<file path="src/hw/apr_map.svh">
`ifndef APR_MAP_SVH
`define APR_MAP_SVH

// ------------------------------------------------------------
// Clock period in ns; decimation and strobe timing in clock cycles
// ------------------------------------------------------------
`define APR_CLK_PERIOD_NS 40
`define APR_OSR           6'h20
`define APR_HALF          6'h10

// ------------------------------------------------------------
// Register byte offsets
// ------------------------------------------------------------
`define APR_ADDR_CTRL   8'h00
`define APR_ADDR_STATUS 8'h04
`define APR_ADDR_MASK   8'h08
`define APR_ADDR_WORD   8'h0c
`define APR_ADDR_STATE  8'h10

// ------------------------------------------------------------
// Field positions and reset values
// ------------------------------------------------------------
`define APR_CTRL_BUF_EN  0
`define APR_CTRL_SW_PD   1
`define APR_EV_WORD      0
`define APR_EV_RANGE     1
`define APR_EV_BURST     2
`define APR_CTRL_RESET   2'h1
`define APR_MASK_RESET   3'h0
`define APR_RESP_OKAY    2'h0
`define APR_RESP_SLVERR  2'h2

`endif

</file>
<file path="src/hw/apr_pkg.sv">
package apr_pkg;

    // Readout sequencer states
    typedef enum logic [1:0] {
        APR_SKIP,
        APR_STREAM,
        APR_FILL,
        APR_PULSE
    } apr_state_type;

endpackage

</file>
<file path="src/hw/apr_mem_if.sv">
`timescale 1ns/10ps
`default_nettype none

// Write and read port of the output buffer memory
interface apr_mem_if #(
    parameter int W  = 19,
    parameter int AW = 4
);
    logic          wr_en;
    logic [AW-1:0] wr_addr;
    logic [W-1:0]  wr_data;
    logic [AW-1:0] rd_addr;
    logic [W-1:0]  rd_data;

    modport ctrl (output wr_en, output wr_addr, output wr_data,
                  output rd_addr, input rd_data);
    modport mem  (input wr_en, input wr_addr, input wr_data,
                  input rd_addr, output rd_data);
endinterface

`default_nettype wire

</file>
<file path="src/hw/apr_buffer_mem.sv">
`timescale 1ns/10ps
`default_nettype none

module apr_buffer_mem #(
    parameter int W  = 19,
    parameter int AW = 4
) (
    input  wire logic aclk,
    apr_mem_if.mem    port
);
    logic [W-1:0] store [0:(1<<AW)-1];

    // Write side, no reset needed for data
    always_ff @(posedge aclk) begin
        if (port.wr_en) begin
            store[port.wr_addr] <= port.wr_data;
        end
    end

    // Registered read data
    always_ff @(posedge aclk) begin
        port.rd_data <= store[port.rd_addr];
    end
endmodule

`default_nettype wire

</file>
<file path="src/hw/apr_readout.sv">
// Behaviour
// - Falling edge of sample_valid_n announces a new result.
// - Result sits on an 18-bit bus, bit 17 most significant.
// - Buffer off: strobe is a square wave, 16 cycles high, 16 low.
// - Strobe changes only on rising clock edges.
// - Buffer off: bus takes the new word at each falling strobe edge.
// - Bus floats while select or read is high; driven when both low unless powered down out of reset.
// - Bus drive starts once the later of select and read falls.
// - In reset: filter cleared, strobe held high, bus bits low.
// - over_range_flag high while the input exceeds the range.
// - power_down_n low stops the readout path; AXI registers and vref_enable keep working; default is running.
// - onchip_vref_select_n low enables the on-chip reference.
// - Three depth pins, bit 2 most significant, set buffer level.
// - Buffer on: each strobe announces level words, read by pulses.
// - One output word every 32 clock cycles.
// - Buffer on: strobe pulses high one cycle per burst.
// - Buffer on: first strobe low 32 times level plus one after reset.
`timescale 1ns/10ps
`default_nettype none
`include "apr_map.svh"

module apr_readout #(
    parameter int DW = 18,
    parameter int LW = 3,
    parameter int AW = 8
) (
    input  wire logic          aclk,
    input  wire logic          aresetn,
    input  wire logic [DW-1:0] filter_word,
    input  wire logic          filter_over_range,
    input  wire logic          chip_select_n,
    input  wire logic          read_n,
    input  wire logic          power_down_n,
    input  wire logic          onchip_vref_select_n,
    input  wire logic [LW-1:0] buffer_depth_select,
    output logic               sample_valid_n,
    output logic [DW-1:0]      sample_bus_out,
    output logic               sample_bus_oe,
    output logic               over_range_flag,
    output logic               vref_enable,
    output logic               irq,
    input  wire logic [AW-1:0] s_axi_awaddr,
    input  wire logic          s_axi_awvalid,
    output logic               s_axi_awready,
    input  wire logic [31:0]   s_axi_wdata,
    input  wire logic [3:0]    s_axi_wstrb,
    input  wire logic          s_axi_wvalid,
    output logic               s_axi_wready,
    output logic [1:0]         s_axi_bresp,
    output logic               s_axi_bvalid,
    input  wire logic          s_axi_bready,
    input  wire logic [AW-1:0] s_axi_araddr,
    input  wire logic          s_axi_arvalid,
    output logic               s_axi_arready,
    output logic [31:0]        s_axi_rdata,
    output logic [1:0]         s_axi_rresp,
    output logic               s_axi_rvalid,
    input  wire logic          s_axi_rready
);
    localparam int MW = DW + 1;
    localparam int BA = LW + 1;

    // ------------------------------------------------------------
    // Pin synchronisers
    // ------------------------------------------------------------
    logic [LW+3:0] pin_s1;
    logic [LW+3:0] pin_s2;
    logic          rd_s3;
    logic          cs_s2;
    logic          rd_s2;
    logic          pd_pin_s2;
    logic          vref_s2;
    logic [LW-1:0] depth_s2;

    // Two flops on every pin; no reset so reset sees live pins
    always_ff @(posedge aclk) begin
        pin_s1 <= {buffer_depth_select, onchip_vref_select_n,
                   power_down_n, read_n, chip_select_n};
        pin_s2 <= pin_s1;
        rd_s3  <= pin_s2[1];
    end

    assign cs_s2     = pin_s2[0];
    assign rd_s2     = pin_s2[1];
    assign pd_pin_s2 = pin_s2[2];
    assign vref_s2   = pin_s2[3];
    assign depth_s2  = pin_s2[LW+3:4];

    // ------------------------------------------------------------
    // Registers and derived controls
    // ------------------------------------------------------------
    logic [1:0]          ctrl;
    logic [2:0]          status;
    logic [2:0]          mask;
    logic                pd;
    logic [LW-1:0]       sel_level;
    logic [5:0]          phase;
    logic                word_tick;
    apr_pkg::apr_state_type state;
    logic [LW-1:0]       level;
    logic [LW-1:0]       wr_cnt;
    logic [LW-1:0]       rd_ptr;
    logic                wr_bank;
    logic                rd_bank;
    logic                rd_pulse;
    logic [2:0]          ev;
    logic                burst_seen;

    // Pin low or software bit both power the block down
    // power down
    assign pd = !pd_pin_s2 || ctrl[`APR_CTRL_SW_PD];
    assign sel_level = ctrl[`APR_CTRL_BUF_EN] ? depth_s2 : '0;
    assign word_tick = (phase == `APR_OSR - 6'h1);
    // Rising edge of read strobe while selected advances the burst
    // burst read
    assign rd_pulse = rd_s2 && !rd_s3 && !cs_s2;

    // ------------------------------------------------------------
    // Buffer memory, two banks so filling overlaps reading
    // ------------------------------------------------------------
    apr_mem_if #(.W(MW), .AW(BA)) mem_port ();

    apr_buffer_mem #(.W(MW), .AW(BA)) i_apr_buffer_mem (
        .aclk (aclk),
        .port (mem_port)
    );

    assign mem_port.wr_en   = (state == apr_pkg::APR_FILL) && word_tick
                              && !pd;
    assign mem_port.wr_addr = {wr_bank, wr_cnt};
    assign mem_port.wr_data = {filter_over_range, filter_word};
    assign mem_port.rd_addr = {rd_bank, rd_ptr};

    // ------------------------------------------------------------
    // Decimation phase
    // ------------------------------------------------------------
    // word every 32
    always_ff @(posedge aclk) begin
        if (!aresetn || pd) begin
            phase <= '0;
        end else if (word_tick) begin
            phase <= '0;
        end else begin
            phase <= phase + 6'h1;
        end
    end

    // ------------------------------------------------------------
    // Readout sequencer
    // ------------------------------------------------------------
    // First word after reset is dropped while the filter settles
    // first burst
    always_ff @(posedge aclk) begin
        if (!aresetn || pd) begin
            state   <= apr_pkg::APR_SKIP;
            level   <= '0;
            wr_cnt  <= '0;
            wr_bank <= 1'b0;
        end else begin
            case (state)
                apr_pkg::APR_SKIP: begin
                    if (word_tick) begin
                        level <= sel_level;
                        state <= (sel_level == '0) ? apr_pkg::APR_STREAM
                                                   : apr_pkg::APR_FILL;
                    end
                end
                apr_pkg::APR_STREAM: begin
                    if (word_tick && sel_level != '0) begin
                        level <= sel_level;
                        state <= apr_pkg::APR_FILL;
                    end
                end
                apr_pkg::APR_FILL: begin
                    if (word_tick) begin
                        if (wr_cnt == level - LW'(1)) begin
                            wr_cnt <= '0;
                            state  <= apr_pkg::APR_PULSE;
                        end else begin
                            wr_cnt <= wr_cnt + LW'(1);
                        end
                    end
                end
                apr_pkg::APR_PULSE: begin
                    wr_bank <= !wr_bank;
                    level   <= sel_level;
                    state   <= (sel_level == '0) ? apr_pkg::APR_STREAM
                                                 : apr_pkg::APR_FILL;
                end
                default: state <= apr_pkg::APR_SKIP;
            endcase
        end
    end

    // With the buffer on, the strobe stays high until the first burst is announced
    // first burst
    always_ff @(posedge aclk) begin
        if (!aresetn || pd) begin
            burst_seen <= 1'b0;
        end else if (state == apr_pkg::APR_PULSE) begin
            burst_seen <= 1'b1;
        end
    end

    // Read pointer walks the bank just filled
    always_ff @(posedge aclk) begin
        if (!aresetn || pd) begin
            rd_ptr  <= '0;
            rd_bank <= 1'b0;
        end else if (state == apr_pkg::APR_PULSE) begin
            rd_ptr  <= '0;
            rd_bank <= wr_bank;
        end else if (rd_pulse && rd_ptr != level - LW'(1)) begin
            rd_ptr <= rd_ptr + LW'(1);
        end
    end

    // ------------------------------------------------------------
    // Strobe, bus and flag outputs
    // ------------------------------------------------------------
    // falling strobe
    always_ff @(posedge aclk) begin
        if (!aresetn || pd) begin
            sample_valid_n <= 1'b1;
        end else if (state == apr_pkg::APR_STREAM) begin
            if (word_tick) begin
                sample_valid_n <= 1'b0;
            end else if (phase == `APR_HALF - 6'h1) begin
                sample_valid_n <= 1'b1;
            end
        end else if (state == apr_pkg::APR_PULSE) begin
            sample_valid_n <= 1'b1;
        end else if (state == apr_pkg::APR_FILL && burst_seen) begin
            sample_valid_n <= 1'b0;
        end
    end

    // Word and flag load together; buffer path trails the pointer
    // bus order
    always_ff @(posedge aclk) begin
        if (!aresetn) begin
            sample_bus_out  <= '0;
            over_range_flag <= 1'b0;
        end else if (pd) begin
            over_range_flag <= 1'b0;
        end else if (state == apr_pkg::APR_STREAM) begin
            if (word_tick) begin
                sample_bus_out  <= filter_word;
                over_range_flag <= filter_over_range;
            end
        end else if (state != apr_pkg::APR_SKIP) begin
            sample_bus_out  <= mem_port.rd_data[DW-1:0];
            over_range_flag <= mem_port.rd_data[DW];
        end
    end

    // Drive only while both select and read are low
    // bus float
    always_ff @(posedge aclk) begin
        sample_bus_oe <= !cs_s2 && !rd_s2 && (!pd || !aresetn);
    end

    always_ff @(posedge aclk) begin
        vref_enable <= !vref_s2;
    end

    // ------------------------------------------------------------
    // Events, status, interrupt
    // ------------------------------------------------------------
    logic rd_status;

    always_comb begin
        ev = '0;
        ev[`APR_EV_WORD]  = word_tick && !pd &&
                            (state == apr_pkg::APR_STREAM ||
                             state == apr_pkg::APR_FILL);
        ev[`APR_EV_RANGE] = ev[`APR_EV_WORD] && filter_over_range;
        ev[`APR_EV_BURST] = (state == apr_pkg::APR_PULSE);
    end

    // Read clears, but a same-cycle event still lands
    always_ff @(posedge aclk) begin
        if (!aresetn) begin
            status <= '0;
        end else begin
            status <= (rd_status ? 3'h0 : status) | ev;
        end
    end

    always_ff @(posedge aclk) begin
        if (!aresetn) begin
            irq <= 1'b0;
        end else begin
            irq <= |(status & mask);
        end
    end

    // ------------------------------------------------------------
    // AXI4-Lite slave
    // ------------------------------------------------------------
    logic          aw_held;
    logic          w_held;
    logic [AW-1:0] aw_addr;
    logic [31:0]   w_data;
    logic [3:0]    w_strb;
    logic          do_write;
    logic          ar_take;
    logic [31:0]   rd_mux;
    logic          rd_hit;

    // Byte-lane merge for writable registers
    function automatic logic [31:0] merge_lanes(input logic [31:0] old,
                                                input logic [31:0] nw,
                                                input logic [3:0]  strb);
        logic [31:0] res;
        res = old;
        for (int i = 0; i < 4; i++) begin
            if (strb[i]) begin
                res[i*8 +: 8] = nw[i*8 +: 8];
            end
        end
        return res;
    endfunction

    assign do_write  = aw_held && w_held && !s_axi_bvalid;
    assign ar_take   = s_axi_arvalid && s_axi_arready;
    assign rd_status = ar_take && s_axi_araddr == `APR_ADDR_STATUS;

    // Address and data accepted in either order, one write at a time
    always_ff @(posedge aclk) begin
        if (!aresetn) begin
            aw_held <= 1'b0;
            w_held  <= 1'b0;
            aw_addr <= '0;
            w_data  <= '0;
            w_strb  <= '0;
        end else begin
            if (s_axi_awvalid && s_axi_awready) begin
                aw_held <= 1'b1;
                aw_addr <= s_axi_awaddr;
            end else if (do_write) begin
                aw_held <= 1'b0;
            end
            if (s_axi_wvalid && s_axi_wready) begin
                w_held <= 1'b1;
                w_data <= s_axi_wdata;
                w_strb <= s_axi_wstrb;
            end else if (do_write) begin
                w_held <= 1'b0;
            end
        end
    end

    always_ff @(posedge aclk) begin
        if (!aresetn) begin
            s_axi_awready <= 1'b0;
            s_axi_wready  <= 1'b0;
        end else begin
            s_axi_awready <= !aw_held && !s_axi_awready && !s_axi_bvalid;
            s_axi_wready  <= !w_held && !s_axi_wready && !s_axi_bvalid;
        end
    end

    // Register writes and write response
    always_ff @(posedge aclk) begin
        if (!aresetn) begin
            ctrl         <= `APR_CTRL_RESET;
            mask         <= `APR_MASK_RESET;
            s_axi_bvalid <= 1'b0;
            s_axi_bresp  <= `APR_RESP_OKAY;
        end else if (do_write) begin
            s_axi_bvalid <= 1'b1;
            s_axi_bresp  <= `APR_RESP_OKAY;
            case (aw_addr)
                `APR_ADDR_CTRL:
                    ctrl <= 2'(merge_lanes(32'(ctrl), w_data, w_strb));
                `APR_ADDR_MASK:
                    mask <= 3'(merge_lanes(32'(mask), w_data, w_strb));
                `APR_ADDR_STATUS, `APR_ADDR_WORD, `APR_ADDR_STATE: ;
                default: s_axi_bresp <= `APR_RESP_SLVERR;
            endcase
        end else if (s_axi_bready) begin
            s_axi_bvalid <= 1'b0;
        end
    end

    always_comb begin
        rd_mux = '0;
        rd_hit = 1'b1;
        case (s_axi_araddr)
            `APR_ADDR_CTRL:   rd_mux = 32'(ctrl);
            `APR_ADDR_STATUS: rd_mux = 32'(status);
            `APR_ADDR_MASK:   rd_mux = 32'(mask);
            `APR_ADDR_WORD:   rd_mux = 32'({over_range_flag,
                                            sample_bus_out});
            `APR_ADDR_STATE:  rd_mux = 32'({level, rd_ptr, pd,
                                            sample_valid_n});
            default:          rd_hit = 1'b0;
        endcase
    end

    // Read answer one cycle after the address is taken
    always_ff @(posedge aclk) begin
        if (!aresetn) begin
            s_axi_arready <= 1'b0;
            s_axi_rvalid  <= 1'b0;
            s_axi_rdata   <= '0;
            s_axi_rresp   <= `APR_RESP_OKAY;
        end else begin
            s_axi_arready <= !s_axi_rvalid && !s_axi_arready && !ar_take;
            if (ar_take) begin
                s_axi_rvalid <= 1'b1;
                s_axi_rdata  <= rd_mux;
                s_axi_rresp  <= rd_hit ? `APR_RESP_OKAY
                                       : `APR_RESP_SLVERR;
            end else if (s_axi_rready) begin
                s_axi_rvalid <= 1'b0;
            end
        end
    end
endmodule

`default_nettype wire

</file>
<file path="config.mk">
export PLATFORM = sky130hd
export DESIGN_NAME = apr_readout
export DESIGN_NICKNAME = d
export VERILOG_FILES = /design/src/hw/apr_pkg.sv /design/src/hw/apr_mem_if.sv /design/src/hw/apr_buffer_mem.sv /design/src/hw/apr_readout.sv
export VERILOG_INCLUDE_DIRS = /design/src /design/src/hw
export SDC_FILE = /design/constraint.sdc
export NUM_CORES = 1
export LEC_CHECK = 0
export BUFFER_PORTS_ARGS = -buffer_cell sky130_fd_sc_hd__buf_2
export CAP_MARGIN = 5
export CORE_MARGIN = 4
export CORE_UTILIZATION = 61
export CTS_BUF_LIST = sky130_fd_sc_hd__clkbuf_4 sky130_fd_sc_hd__clkbuf_8
export DETAILED_ROUTE_END_ITERATION = 7
export PLACE_DENSITY = 0.8
export SETUP_SLACK_MARGIN = 0.5
export SLEW_MARGIN = 15
export SYNTH_ARGS = -nofsm -noshare
export SYNTH_HDL_FRONTEND = slang
export SYNTH_HIERARCHICAL = 1
export SYNTH_SLANG_ARGS = --single-unit
</file>
<file path="constraint.sdc">
create_clock -name aclk -period 4.5 [get_ports aclk]
set_clock_uncertainty 0.05 [all_clocks]
set_input_delay 0.9 -clock aclk [delete_from_list [all_inputs] [get_ports aclk]]
set_output_delay 0.9 -clock aclk [all_outputs]
set_load 0.02 [all_outputs]
</file>
==> results summary <==
The number of synthesized register bits came out at 429. In this run the worst path has a maximum fanout of 19. The path class of the tightest hold or removal check is register to register. The critical path goes through ha_1, and4b_1, and2_1, and3_1, or3b_2, nor3_2, buf_4. The power share of the combinational group came out at 2.2%.

Among cell families on the critical path, the largest total delay comes from simple AND/OR/NAND/NOR gates. The internal power summed over all cells is 6100 uW. The total clock sinks is 429.

The met1 layer wirelength in the final routing came out at 14.1 mm. Summing over every cut layer, the via total after detailed routing is 9167. Setup violations remaining at the end of the flow were counted as 0. The area of the core region came out at 26200 um^2.

The relative slew slack came out at 25.8%. The initial utilization of the core area, before any placement, comes to 62.4%. The flow ran to the end, and the final reports show no timing, DRC or antenna violations. The first-pass iteration count of the detailed router is 5. The number of enable-type register cells in the synthesized netlist came out at 304.

The number of buffers created by CTS came out at 67. Among all cell types in the netlist, the one instantiated most often is sky130_fd_sc_hd__edfxtp_1. The number of top-level pins came out at 149. The number of standard-cell rows in the floorplan is 59. The highest metal layer carrying signal wires in the routed design is met4.

The detail route stage leaves a number of antenna-violating nets equal to 0. The global-route wire length before repair is 53.6 mm. The count of final max-slew check failures was 0. The number of diodes is 0.

The highest attainable clock frequency is 344 MHz. In the synthesized netlist the dominant register cell turns out to be sky130_fd_sc_hd__edfxtp_1. The horizontal die dimension came out at 172 um. The critical path buffer and inverter count is 1. The post-placement cell count is 1371.

The overall overflow remaining after global route came out at 0. The total number of yosys warnings is 6. The post-synthesis cell area came out at 16300 um^2. STA classifies the critical path startpoint as a register. After clock tree synthesis, the clock-pin slew on the worst setup and hold paths is 0.06 ns. The biggest cell delay along the critical path is 0.55 ns.

From bottom edge to top edge, the die measures 172 um. CTS built an H-tree with a depth of 3. Hold repair after CTS inserted 0 buffers. Yosys attributes the largest share of cell area to sky130_fd_sc_hd__edfxtp_1 (56%), sky130_fd_sc_hd__dfxtp_1 (15%), sky130_fd_sc_hd__mux4_2 (10%). The number of gates resized after cts is 0. The transition time at the pin with the least slew margin is 1.11 ns.

The share of Yosys cell area claimed by the top area cell type is 55.8%. Setup repair after global routing left no endpoint under its margin. The detailed-route vias per instance is 6.14. The area taken by flip-flops and latches came out at 11600 um^2. The post-synthesis sequential area ratio came out at 71.1%. Counting I/O delays and the setup requirement, the final critical path takes 2.91 ns. The number of global-route vias before repair came to 9251. The critical path is of the register to register type.

The longest clock path from root to sink contains 3 buffers. The share of the clock period used by the worst path came out at 64.6%. The net load switching power came out at 1590 uW.

Ranked by instance count, the synthesized netlist is headed by sky130_fd_sc_hd__edfxtp_1 (304), sky130_fd_sc_hd__dfxtp_1 (125), sky130_fd_sc_hd__mux4_2 (76). The clock tree from TritonCTS is done. On the critical path, the stage with the largest delay is an instance of sky130_fd_sc_hd__or3b_2. The global placement routability congestion is 0.825. The HPWL reported at the end of detailed placement is 20.6 mm. The initial antenna violation count came out at 0. The total met3 wirelength after detailed routing came out at 3.36 mm. The worst endpoint required time came out at 4.66 ns. The proportion of power drawn by the clock network is 42.4%. The die footprint came out at 29500 um^2. Data arrives at the worst endpoint at 3.07 ns. After detailed routing, the met2 layer carries 16.6 mm of wire. In the final routed layout, each cell accounts on average for 23.4 um. The worst-case IR drop observed on VDD is 0.391 mV. The final hold violation count is 0. The number of remaining DRC errors came out at 0. The number of maximum-capacitance violations is 0. After the flow finishes, the layout carries non-filler instances totaling 1492. The area of the multi-input gates is 4400 um^2.

The static power due to leakage is 0.00654 uW. The largest net degree at the start of global routing came out at 66. Of all flip-flops after synthesis, the portion carrying an async set or reset was 0%. The clock latency of the later-clocked register in the worst-skew pair is 0.58 ns.

The average footprint of a synthesized cell came out at 17.0 um^2. The number of setup buffers added after CTS came out at 0. The net count of the finished layout is 1198. The detailed router finished its first iteration with 925 violations. The total routing resource utilization after global routing is 24.1%. The worst setup path is captured at a register. Power spread over the standard cell area amounts to 415 nW/um^2. The fraction of layout instances using a drive strength above 1 is 30.3%.

The cell type with the largest total area after synthesis is sky130_fd_sc_hd__edfxtp_1. The gate count after technology mapping came out at 961. The aggregate routed wire length came out at 35.0 mm.

In this run switching power makes up 20.7% of total power. Setup total negative slack on the finished layout was measured at 0 ns. The sequential cell fraction of total power is 55.4%. The netlist uses 63 different library cells. The root buffer cell is sky130_fd_sc_hd__clkbuf_8. Fill cells in the final layout number 1621. The count of buffers inserted at the top-level ports came out at 101. The area growth from synthesis to layout is 13.6%.
-- worst paths after layout --
path	from	cells after the start	end	slack (ns)
min	pin_s1[6]	0	pin_s2[6]	0.28
max	phase[0]	7	i_apr_buffer_mem/store[0][14]	1.59
min reg2reg	pin_s1[6]	0	pin_s2[6]	0.28
max reg2reg	phase[0]	7	i_apr_buffer_mem/store[0][14]	1.59
-- registers in the layout, summed over array words and instances (netlist names), 2 cells and up --
signal,cells
i_apr_buffer_mem/store,304
i_apr_buffer_mem/port.rd_data,19
s_axi_rdata,19
sample_bus_out,18
aw_addr,8
pin_s1,7
pin_s2,7
phase,6
level,3
mask,3
rd_ptr,3
status,3
w_data,3
wr_cnt,3
ctrl,2
state,2
-- cell type report --
| type | instances | area share [%] |
|---|---|---|
| sequential | 429 | 62.7 |
| tap | 335 | 2.26 |
| inverter | 8 | 0.162 |
| multi-input combinational | 473 | 23.7 |
| clock inverter | 21 | 0.620 |
| timing repair buffer | 126 | 3.80 |
| clock buffer | 100 | 6.77 |
-- stage by stage --
step                utilization (%)  total power (uW)  setup slack [ns]  instance area (um^2)  hold slack (ns)
global placement               65.6              4510              1.55                 17200            0.264
global route                   70.9              7970              1.47                 18600            0.288
floorplan                         -              4450              1.00                 16400            0.260
finish                         70.9              7700              1.59                 18600            0.281
CTS                            70.9              7750              1.62                 18600            0.286
detailed placement             65.6              4520              1.50                 17200            0.265
-- cell families (layout without fill, tap and decap cells) --
logic type / count (synthesis) / count (layout) / synth area share, %
simple gates: 194 / 194 / 6.12
fa+ha+maj: 8 / 8 / 0.612
mux: 104 / 104 / 12.2
other cells: 1 / 15 / 0.0229
flops: 429 / 429 / 71.1
xor+xnor: 13 / 13 / 0.880
compound gates: 139 / 139 / 6.43
buf+inv: 73 / 255 / 2.60
-- cell usage in the layout (no fill, tap or decap), types with 4 or more instances in the layout --
cell type	netlist	layout
sky130_fd_sc_hd__edfxtp_1	304	304
sky130_fd_sc_hd__dfxtp_1	125	123
sky130_fd_sc_hd__buf_2	8	101
sky130_fd_sc_hd__clkbuf_8	0	81
sky130_fd_sc_hd__mux4_2	76	76
sky130_fd_sc_hd__nand2_1	66	66
sky130_fd_sc_hd__a22oi_1	56	56
sky130_fd_sc_hd__mux2i_1	27	27
sky130_fd_sc_hd__nor2b_1	25	24
sky130_fd_sc_hd__buf_4	19	24
sky130_fd_sc_hd__nor2_1	33	21
sky130_fd_sc_hd__clkbuf_4	0	19
sky130_fd_sc_hd__o211a_1	18	18
sky130_fd_sc_hd__nand3_1	17	17
sky130_fd_sc_hd__a21boi_0	16	16
sky130_fd_sc_hd__conb_1	1	15
sky130_fd_sc_hd__clkinv_2	0	13
sky130_fd_sc_hd__o21ai_0	12	12
sky130_fd_sc_hd__nor2_2	0	12
sky130_fd_sc_hd__a21oi_1	10	10
sky130_fd_sc_hd__inv_1	8	8
sky130_fd_sc_hd__xnor2_1	8	8
sky130_fd_sc_hd__ha_1	8	8
sky130_fd_sc_hd__a21boi_1	7	7
sky130_fd_sc_hd__nor3_1	10	6
sky130_fd_sc_hd__and2_1	5	5
sky130_fd_sc_hd__nand2b_1	5	5
sky130_fd_sc_hd__nand4_1	4	4
sky130_fd_sc_hd__o31ai_1	4	4
sky130_fd_sc_hd__and3_1	4	4
sky130_fd_sc_hd__nand3b_1	4	4
sky130_fd_sc_hd__clkinv_1	0	4
sky130_fd_sc_hd__nor3_2	0	4
-- routing by layer --
| metal | up-vias | global-route usage (%) |
|---|---|---|
| li1 | 4027 | - |
| met1 | 4609 | 33.6 |
| met2 | 469 | 38.1 |
| met3 | 62 | 6.11 |
| met4 | 0 | 7.75 |
| met5 | - | 0 |
-- worst register-to-register path, cell delays in order (launching register included) --
cell and delay (ns):
sky130_fd_sc_hd__dfxtp_1 0.35, sky130_fd_sc_hd__ha_1 0.22, sky130_fd_sc_hd__and4b_1 0.32, sky130_fd_sc_hd__and2_1 0.27, sky130_fd_sc_hd__and3_1 0.27, sky130_fd_sc_hd__or3b_2 0.55
sky130_fd_sc_hd__nor3_2 0.13, sky130_fd_sc_hd__buf_4 0.38
-- power groups by stage --
stage	clock network [uW]	logic [uW]	registers, uW
after CTS	3320	172	4260
final	3260	172	4260
after global routing	3520	189	4260
after detailed placement	0	171	4350
after global placement	0	164	4350
after floorplan	0	103	4340
Power figures use the tool's default switching activity.
